## src/design/sai_defines.svh

```systemverilog
// Register offsets, field positions, reset values and timing counts of the serial audio link
`ifndef AUDIO_LINK_DEFINES_SVH
`define AUDIO_LINK_DEFINES_SVH

`define REG_RATE_CONFIG         8'h00
`define REG_SERIAL_INPUT_CONFIG 8'h01
`define REG_DESYNC_CONFIG       8'h05
`define REG_IRQ_STATUS          8'h10
`define REG_IRQ_CLEAR           8'h11
`define REG_IRQ_ENABLE          8'h12
`define REG_LIVE_STATUS         8'h13

`define SERIAL_INPUT_CONFIG_RST 8'h80
`define INTERP_RATIO_RST        2'h0
`define DESYNC_DETECT_RST       1'b0
`define IRQ_ENABLE_RST          3'h0

`define FMT_LSB                 0
`define FMT_MSB                 3
`define FIRST_BIT_POS           4
`define BCLK_DELAY_POS          5
`define CH1_SEL_POS             6
`define CH2_SEL_POS             7
`define INTERP_LSB              3
`define INTERP_MSB              4
`define DESYNC_EN_POS           0

`define IRQ_PAIR                0
`define IRQ_DESYNC              1
`define IRQ_RESYNC              2

`define CLOCK_PERIOD_NS         8
`define BCLK_PERIOD_NS          160
`define BCLK_HALF_CYCLES        (`BCLK_PERIOD_NS / (2 * `CLOCK_PERIOD_NS))
`define RATIO_IR0               13'd1280
`define RATIO_IR1               13'd640
`define RATIO_IR2               13'd320
`define RATIO_TOL               13'd4

`endif

```

## src/design/sai_pkg.sv

```systemverilog
// Types and format decoding shared by both ends of the serial audio link
package audio_link_pkg;
  typedef enum logic [1:0] {MODE_I2S, MODE_LJ, MODE_RJ} word_mode_t;
  typedef logic [3:0]  fmt_t;
  typedef logic [23:0] sample_t;

  function automatic word_mode_t word_mode(input fmt_t f);
    case (f[1:0])
      2'h0:    word_mode = MODE_I2S;
      2'h1:    word_mode = MODE_LJ;
      default: word_mode = MODE_RJ;
    endcase
  endfunction

  function automatic logic [4:0] word_width(input fmt_t f);
    case (f[3:2])
      2'h0:    word_width = 5'd24;
      2'h1:    word_width = 5'd20;
      2'h2:    word_width = 5'd18;
      default: word_width = 5'd16;
    endcase
  endfunction
endpackage

```

## src/design/sai_if.sv

```systemverilog
// Three-wire serial audio link between the source and the receiver
`timescale 1ns/10ps
interface audio_link_if;
  logic frame_clock_in;
  logic bit_clock_in;
  logic serial_data_in;

  modport source (
    output frame_clock_in,
    output bit_clock_in,
    output serial_data_in
  );
  modport receiver (
    input frame_clock_in,
    input bit_clock_in,
    input serial_data_in
  );
endinterface

```

## src/design/serial_audio_input_receiver.sv

```systemverilog
// Slave serial audio receiver with format decode, channel mapping and desync mute
//
// Contract
// - Device is slave; source makes both clocks
// - Source uses frame clock, bit clock, data
// - Format bits 3:0, bit 4 picks order
// - Reset default is I2S, MSB first
// - MSB first 32fs: I2S15, justified 16
// - MSB first 48/64fs: I2S, LJ, RJ widths
// - LSB first 32fs: I2S15, justified 16
// - LSB first 48fs codes for I2S, LJ, RJ
// - LSB first 64fs codes same as 48fs
// - Frame clock stays within N plus minus 4
// - Desync with enable mutes and freezes processing
// - Host soft-mutes, defers configuration until resync
// - Host lets volume ramps finish before desync
// - Bit 5 delays bit clock one cycle
// - Bit 6 picks source of channel 1
// - Bit 7 picks source of channel 2
// - Expected ratio follows interpolation ratio setting
//
// Implementation choice: the plain strobed port.
`timescale 1ns/10ps
`include "sai_defines.svh"
module serial_audio_input_receiver (
  // Clock and reset
  input  wire logic        clock,
  input  wire logic        rstn,
  // Serial link
  audio_link_if.receiver   link,
  // PLL status
  input  wire logic        pll_locked,
  // Register port
  input  wire logic [7:0]  reg_addr,
  input  wire logic [7:0]  reg_wdata,
  input  wire logic        reg_wr,
  input  wire logic        reg_rd,
  output logic [7:0]       reg_rdata,
  // Processing channels
  output audio_link_pkg::sample_t proc_ch1_data,
  output audio_link_pkg::sample_t proc_ch2_data,
  output logic             proc_valid,
  output logic             proc_freeze,
  // Interrupt
  output logic             irq
);
  import audio_link_pkg::*;

  logic [7:0]  cfg_q;
  logic [1:0]  ir_q;
  logic        den_q;
  logic [2:0]  ien_q;
  logic [2:0]  ist_q;
  logic [3:0]  bck_s;
  logic [1:0]  lr_s;
  logic [1:0]  sd_s;
  logic [1:0]  lock_s;
  logic        lr_p_q;
  logic        lr_bit_q;
  logic        lr_eff_q;
  logic [4:0]  k_q;
  sample_t     word_q;
  sample_t     sh_q;
  sample_t     left_q;
  logic [12:0] cnt_q;
  logic        fault_q;
  logic        fault_p_q;
  logic        pair_q;
  logic        bit_edge;
  logic        lsb;
  word_mode_t  mode;
  logic [4:0]  w;
  logic        lr_eff;
  logic        chg;
  logic [4:0]  kk;
  logic [4:0]  pos;
  sample_t     mask;
  sample_t     aligned;
  logic        old_left;
  logic [12:0] n_exp;
  logic        in_window;
  logic        lr_rise;
  logic        mute;
  logic [2:0]  ev;

  // Link pins only sampled, never driven
  always_ff @(posedge clock or negedge rstn) begin
    if (!rstn) begin
      bck_s  <= 4'h0;
      lr_s   <= 2'h0;
      sd_s   <= 2'h0;
      lock_s <= 2'h0;
    end else begin
      bck_s  <= {bck_s[2:0], link.bit_clock_in};
      lr_s   <= {lr_s[0], link.frame_clock_in};
      sd_s   <= {sd_s[0], link.serial_data_in};
      lock_s <= {lock_s[0], pll_locked};
    end
  end

  always_comb begin
    // Optional one-cycle bit clock delay
    bit_edge = cfg_q[`BCLK_DELAY_POS] ? (bck_s[2] & ~bck_s[3]) : (bck_s[1] & ~bck_s[2]);
    // Format decode, live from the register
    lsb      = cfg_q[`FIRST_BIT_POS];
    mode     = word_mode(cfg_q[`FMT_MSB:`FMT_LSB]);
    w        = word_width(cfg_q[`FMT_MSB:`FMT_LSB]);
    // I2S words start one bit after the frame clock edge
    lr_eff   = (mode == MODE_I2S) ? lr_bit_q : lr_s[1];
    chg      = lr_eff != lr_eff_q;
    kk       = chg ? 5'h00 : ((k_q == 5'h1f) ? k_q : k_q + 5'h01);
    pos      = lsb ? 5'(5'd24 - w + kk) : 5'(5'd23 - kk);
    mask     = ~(24'hffffff >> w);
    // Every word ends MSB-aligned in 24 bits
    if (mode == MODE_RJ)
      aligned = lsb ? (sh_q & mask) : 24'(sh_q << (5'd24 - w));
    else
      aligned = word_q;
    old_left = (mode == MODE_I2S) ? ~lr_eff_q : lr_eff_q;
    // Expected frame length from interpolation ratio
    case (ir_q)
      2'h0:    n_exp = `RATIO_IR0;
      2'h1:    n_exp = `RATIO_IR1;
      default: n_exp = `RATIO_IR2;
    endcase
    in_window = (cnt_q >= n_exp - `RATIO_TOL) && (cnt_q <= n_exp + `RATIO_TOL);
    lr_rise   = lr_s[1] & ~lr_p_q;
    mute      = fault_q & den_q;
    ev        = {~fault_q & fault_p_q, fault_q & ~fault_p_q, pair_q};
  end

  // Word assembly on each bit clock rising edge
  always_ff @(posedge clock or negedge rstn) begin
    if (!rstn) begin
      lr_bit_q <= 1'b0;
      lr_eff_q <= 1'b0;
      k_q      <= 5'h00;
      word_q   <= 24'h000000;
      sh_q     <= 24'h000000;
      left_q   <= 24'h000000;
      pair_q   <= 1'b0;
    end else begin
      pair_q <= 1'b0;
      if (bit_edge) begin
        lr_bit_q <= lr_s[1];
        lr_eff_q <= lr_eff;
        k_q      <= kk;
        sh_q     <= lsb ? {sd_s[1], sh_q[23:1]} : {sh_q[22:0], sd_s[1]};
        if (chg) begin
          word_q      <= 24'h000000;
          word_q[pos] <= sd_s[1];
          if (old_left)
            left_q <= aligned;
          else
            pair_q <= 1'b1;
        end else if (kk < w) begin
          word_q[pos] <= sd_s[1];
        end
      end
    end
  end

  // Channel mapping and mute to processing
  always_ff @(posedge clock or negedge rstn) begin
    if (!rstn) begin
      proc_ch1_data <= 24'h000000;
      proc_ch2_data <= 24'h000000;
      proc_valid    <= 1'b0;
      proc_freeze   <= 1'b0;
    end else begin
      proc_freeze <= mute;
      proc_valid  <= bit_edge && chg && !old_left && !mute;
      if (mute) begin
        // Mute data and freeze processing on desync
        proc_ch1_data <= 24'h000000;
        proc_ch2_data <= 24'h000000;
      end else if (bit_edge && chg && !old_left) begin
        proc_ch1_data <= cfg_q[`CH1_SEL_POS] ? aligned : left_q;
        proc_ch2_data <= cfg_q[`CH2_SEL_POS] ? aligned : left_q;
      end
    end
  end

  // Core cycles per frame against the expected ratio and PLL lock
  always_ff @(posedge clock or negedge rstn) begin
    if (!rstn) begin
      lr_p_q    <= 1'b0;
      cnt_q     <= 13'h0000;
      fault_q   <= 1'b0;
      fault_p_q <= 1'b0;
    end else begin
      lr_p_q    <= lr_s[1];
      fault_p_q <= fault_q;
      if (lr_rise)
        cnt_q <= 13'h0001;
      else if (cnt_q != 13'h1fff)
        cnt_q <= cnt_q + 13'h0001;
      if (!lock_s[1])
        fault_q <= 1'b1;
      else if (lr_rise)
        fault_q <= !in_window;
      else if (cnt_q > n_exp + `RATIO_TOL)
        fault_q <= 1'b1;
    end
  end

  // Configuration registers
  always_ff @(posedge clock or negedge rstn) begin
    if (!rstn) begin
      cfg_q <= `SERIAL_INPUT_CONFIG_RST;
      ir_q  <= `INTERP_RATIO_RST;
      den_q <= `DESYNC_DETECT_RST;
      ien_q <= `IRQ_ENABLE_RST;
    end else if (reg_wr) begin
      case (reg_addr)
        `REG_RATE_CONFIG:         ir_q  <= reg_wdata[`INTERP_MSB:`INTERP_LSB];
        `REG_SERIAL_INPUT_CONFIG: cfg_q <= reg_wdata;
        `REG_DESYNC_CONFIG:       den_q <= reg_wdata[`DESYNC_EN_POS];
        `REG_IRQ_ENABLE:          ien_q <= reg_wdata[2:0];
        default:                  ;
      endcase
    end
  end

  // Sticky events; a new event wins over a clear
  always_ff @(posedge clock or negedge rstn) begin
    if (!rstn) begin
      ist_q <= 3'h0;
      irq   <= 1'b0;
    end else begin
      if (reg_wr && reg_addr == `REG_IRQ_CLEAR)
        ist_q <= (ist_q & ~reg_wdata[2:0]) | ev;
      else
        ist_q <= ist_q | ev;
      irq <= |(ist_q & ien_q);
    end
  end

  always_ff @(posedge clock or negedge rstn) begin
    if (!rstn) begin
      reg_rdata <= 8'h00;
    end else if (reg_rd) begin
      case (reg_addr)
        `REG_RATE_CONFIG:         reg_rdata <= {3'h0, ir_q, 3'h0};
        `REG_SERIAL_INPUT_CONFIG: reg_rdata <= cfg_q;
        `REG_DESYNC_CONFIG:       reg_rdata <= {7'h00, den_q};
        `REG_IRQ_STATUS:          reg_rdata <= {5'h00, ist_q};
        `REG_IRQ_ENABLE:          reg_rdata <= {5'h00, ien_q};
        `REG_LIVE_STATUS:         reg_rdata <= {5'h00, mute, lock_s[1], fault_q};
        default:                  reg_rdata <= 8'h00;
      endcase
    end else begin
      reg_rdata <= 8'h00;
    end
  end
endmodule

```

## src/flat_wrapper.sv

```systemverilog
// flat-port wrapper written by rule: the top's interface ports become plain ports
module serial_audio_input_receiver_flat import audio_link_pkg::*;
  (clock, rstn, pll_locked, reg_addr, reg_wdata, reg_wr, reg_rd, reg_rdata, proc_ch1_data, proc_ch2_data, proc_valid, proc_freeze, irq, link_frame_clock_in, link_bit_clock_in, link_serial_data_in);
  audio_link_if link_i ();
  input  wire logic clock;
  input  wire logic rstn;
  input  wire logic pll_locked;
  input  wire logic [7:0] reg_addr;
  input  wire logic [7:0] reg_wdata;
  input  wire logic reg_wr;
  input  wire logic reg_rd;
  output logic [7:0] reg_rdata;
  output audio_link_pkg::sample_t proc_ch1_data;
  output audio_link_pkg::sample_t proc_ch2_data;
  output logic proc_valid;
  output logic proc_freeze;
  output logic irq;
  input wire logic [$bits(link_i.frame_clock_in)-1:0] link_frame_clock_in;
  input wire logic [$bits(link_i.bit_clock_in)-1:0] link_bit_clock_in;
  input wire logic [$bits(link_i.serial_data_in)-1:0] link_serial_data_in;
  assign link_i.frame_clock_in = link_frame_clock_in;
  assign link_i.bit_clock_in = link_bit_clock_in;
  assign link_i.serial_data_in = link_serial_data_in;
  serial_audio_input_receiver u_core (.clock(clock), .rstn(rstn), .link(link_i), .pll_locked(pll_locked), .reg_addr(reg_addr), .reg_wdata(reg_wdata), .reg_wr(reg_wr), .reg_rd(reg_rd), .reg_rdata(reg_rdata), .proc_ch1_data(proc_ch1_data), .proc_ch2_data(proc_ch2_data), .proc_valid(proc_valid), .proc_freeze(proc_freeze), .irq(irq));
endmodule
```

## config.mk

```make
export PLATFORM = sky130hd
export DESIGN_NAME = serial_audio_input_receiver_flat
export DESIGN_NICKNAME = d
export VERILOG_FILES = /design/src/design/sai_pkg.sv /design/src/design/sai_if.sv /design/src/design/serial_audio_input_receiver.sv /design/src/flat_wrapper.sv
export VERILOG_INCLUDE_DIRS = /design/src /design/src/design
export SDC_FILE = /design/constraint.sdc
export NUM_CORES = 1
export LEC_CHECK = 0
export BUFFER_PORTS_ARGS = -buffer_cell sky130_fd_sc_hd__buf_4
export CORE_AREA = 2 2 123 155
export CTS_CLUSTER_DIAMETER = 50
export CTS_CLUSTER_SIZE = 12
export DETAILED_ROUTE_END_ITERATION = 7
export DIE_AREA = 0 0 125 157
export GPL_TIMING_DRIVEN = 0
export HOLD_SLACK_MARGIN = 0.05
export PLACE_DENSITY = 0.78
export SYNTH_ARGS = -nofsm -noshare
export SYNTH_HDL_FRONTEND = slang
export SYNTH_SLANG_ARGS = --single-unit
```

## constraint.sdc

```tcl
create_clock -name clock -period 3.4 [get_ports clock]
set_input_delay 0.68 -clock clock [delete_from_list [all_inputs] [get_ports clock]]
set_output_delay 0.68 -clock clock [all_outputs]
set_load 0.03 [all_outputs]
```

==> reports/qor.csv <==
metric;value;unit
io_buffers;82;
max_slew_margin;11.3;%
rows;55;
vias;8552;
avgSynthCellArea;9.47;sq um
critical_path_buf_inv_count;2;
cts_buffer_depth;2;
layout-drive-gt1-share;19.1;%
peakVddDrop;0.377;mV
worstPathCellList;ha_4 -> nand4_1 -> mux2_4 -> nand2_2 -> inv_1 -> ha_2 -> fa_2 -> xnor2_2 -> nand2_2 -> o32a_1 -> or3_4 -> buf_12 -> o311ai_4 -> o41ai_2;
root_buffer;clkbuf_16;
synth_compound_area_share;18.7;%
grt_overflow;0;
leakage;5.20;nW
numCtsBuffers;17;
route.detailed.drc;0;
coreArea;18000;sq um
boundaryPins;83;
synth_top_cells_by_count;181 x dfrtp_1, 134 x a21oi_1, 122 x nand2_1, 108 x nor2_1, 85 x o21ai_0;
antenna_found_initial;0;
fin_ws;86.2;ps
syn_area;9860;sq um
nFillCells;1479;
p_per_area;624;nW/um^2
synth_xor_area_share;1.15;%
yosysTopAreaCellShare;45.9;%
yosysTopAreaCell;dfrtp_1;
synthFlopType;dfrtp_1;
ys_types;69;
place_ws;-401;ps
synth_seq_cells;182;
ys_seq_area_share;46.2;%
start_kind;register;
synth-simple-area-share;14.7;%
post_dp_cell_area;10800;sq um
synthMostInstantiatedCell;dfrtp_1;
synthCells;1042;
synth_edf_count;0;
start_util;54.7;%
grt_usage;26.6;%
totalWireLength;26200;um
synth_top_family_by_area;compound AO/OA/AOI/OAI gates;
cts-htree-levels;4;
final_nets;1206;
first_pass_iters;6;
insertion_delay;440;ps
fin_area;11700;sq um
setup_viol;0;
cts_sinks;182;
synthAdderAreaFrac;3.35;%
cp_slowest_cell;dfrtp_1;
synth_area_leaders;dfrtp_1 46%, a21oi_1 6.8%, mux2i_1 5.1%;
utilization;64.8;%
fin_crit_sh;97.5;%
cap_violations;0;
grt_pass1_wl;42100;um
synthMuxAreaShare;12.0;%
worstSetupPathType;reg2reg;
fin_setup_tns;0;ps
max_freq;0.302;GHz
worstMarginPinSlew;1330;ps
critPathRequiredTime;3680;ps
grt_pass1_vias;8160;
period_needed;3310;ps
final_hold_viol_count;0;
drtAntennaViolNets;0;
cp_top_family;adder cells;
critPathArrivalTime;3590;ps
place_hpwl;18900;um
final-max-slew-violation-count;0;
critPathCaptureType;register;
status;finished, final reports clean;
drtIter0Drc;1100;
cts_tree;yes;
postSynth.asyncResetShare;100;%
die_area;19600;sq um
cp_max_fo;10;
syn_nets;1091;
max_stage_delay;410;ps
cts.clk_slew.worst_paths;70;ps
die_h;157;um
die_w;125;um
area_delta_synth_final;18.4;%
place_congestion;0.940;
routedWlPerCell;18.7;um
yosysWarnings;0;
skew;11.2;ps
crit_top_cell;nand2_2;
hp-class;in2async;
vias_per_cell;6.12;
grt_max_degree;101;
diodes;0;
power breakdown:
| part | leakage [nW] | internal, mW | switching (mW) |
|---|---|---|---|
| clock network | 0.275 | 1.07 | 0.890 |
| registers | 2.28 | 2.61 | 0.422 |
| logic | 2.65 | 0.907 | 1.40 |
worst reg2reg max path, delay by kind of cell, from the launching register on:
family,cells,cell delay (ps)
compound gates,3,540
xor+xnor,1,200
fa+ha+maj,3,750
buf+inv,2,220
flops,1,410
mux,1,340
simple gates,4,720
cell usage in the layout (no fill, tap or decap), types with 8 or more instances in the layout:
cell type	count
a21oi_1	132
a31oi_1	14
buf_4	96
clkbuf_1	54
clkbuf_16	17
dfrtp_1	180
ha_1	22
inv_1	20
mux2_2	24
mux2i_1	50
mux4_2	18
nand2_1	119
nand3_1	16
nor2_1	107
nor2b_1	8
nor3_1	9
nor4_1	9
o211ai_1	10
o21ai_0	84
o21bai_1	9
sequential cells by signal, summed over array words and instances, names as in the netlist, 3 cells and up:
| name | count |
|---|---|
| u_core.sh_q | 24 |
| u_core.proc_ch2_data | 24 |
| u_core.word_q | 24 |
| u_core.reg_rdata | 8 |
| u_core.proc_ch1_data | 24 |
| u_core.ien_q | 3 |
| u_core.ist_q | 3 |
| u_core.cnt_q | 13 |
| u_core.k_q | 5 |
| u_core.left_q | 24 |
| u_core.cfg_q | 8 |
| u_core.bck_s | 4 |
path summary, 6_finish.rpt:
path                                      startpoint                            to  slack, ps  depth (start not counted)
min in group clock                 link_bit_clock_in     u_core.bck_s[0]$_DFF_PN0_        340                          1
hold / removal                                  rstn   u_core.cnt_q[7]$_DFFE_PN0P_        230                          1
setup reg to reg           u_core.k_q[0]$_DFFE_PN0P_  u_core.word_q[3]$_DFFE_PN0P_         90                         14
max in group asynchronous                       rstn   u_core.cfg_q[7]$_DFFE_PN1P_       2260                          2
setup / recovery           u_core.k_q[0]$_DFFE_PN0P_  u_core.word_q[3]$_DFFE_PN0P_         90                         14
hold reg to reg             u_core.sd_s[0]$_DFF_PN0_      u_core.sd_s[1]$_DFF_PN0_        350                          0
kinds of logic (layout without fill, tap and decap cells):
group                      Yosys count  in the layout
AOI/OAI and AO/OA                  314            314
xor gates and xnor gates            13             13
adders and majority gates           26             26
buffers and inverters               95            223
DFF                                182            182
muxes                               93             93
and+or+nand+nor                    319            319
per-layer routing:
| metal | global-route usage (%) | wire, um | vias up |
|---|---|---|---|
| li1 | - | - | 3977 |
| met1 | 33.5 | 10900 | 4159 |
| met2 | 46.2 | 13200 | 343 |
| met3 | 4.83 | 1290 | 73 |
| met4 | 10.0 | 811 | 0 |
| met5 | 0 | 0 | - |
repair_timing:
action / 4_1_cts / 5_1_grt
buffers inserted: 2 / 12
cloned: 0 / 0
pin swaps: 1 / 6
setup endpoints to repair: 18 / 63
gates resized for setup: 10 / 51
hold buffers: 0 / 0
cell type report:
cell class	count	area (sq um)	share of cell area [%]
Multi-Input combinational cell	765	5100	43.7
Sequential cell	182	4560	39.0
Timing Repair Buffer	97	756	6.47
Clock buffer	21	460	3.94
Buffer	69	310	2.66
Tap cell	228	285	2.44
Clock inverter	11	115	0.986
Inverter	25	93.8	0.804
metrics by stage:
stage	total power [mW]	instances	hold slack, ps
6_report	7.29	1398	232
5_1_grt	7.65	1398	277
4_1_cts	7.22	1387	248
3_5_place_dp	5.24	1353	336
3_3_place_gp	5.17	1352	334
2_1_floorplan	4.42	1042	331
Note: power is estimated with default switching activity, not from simulation.
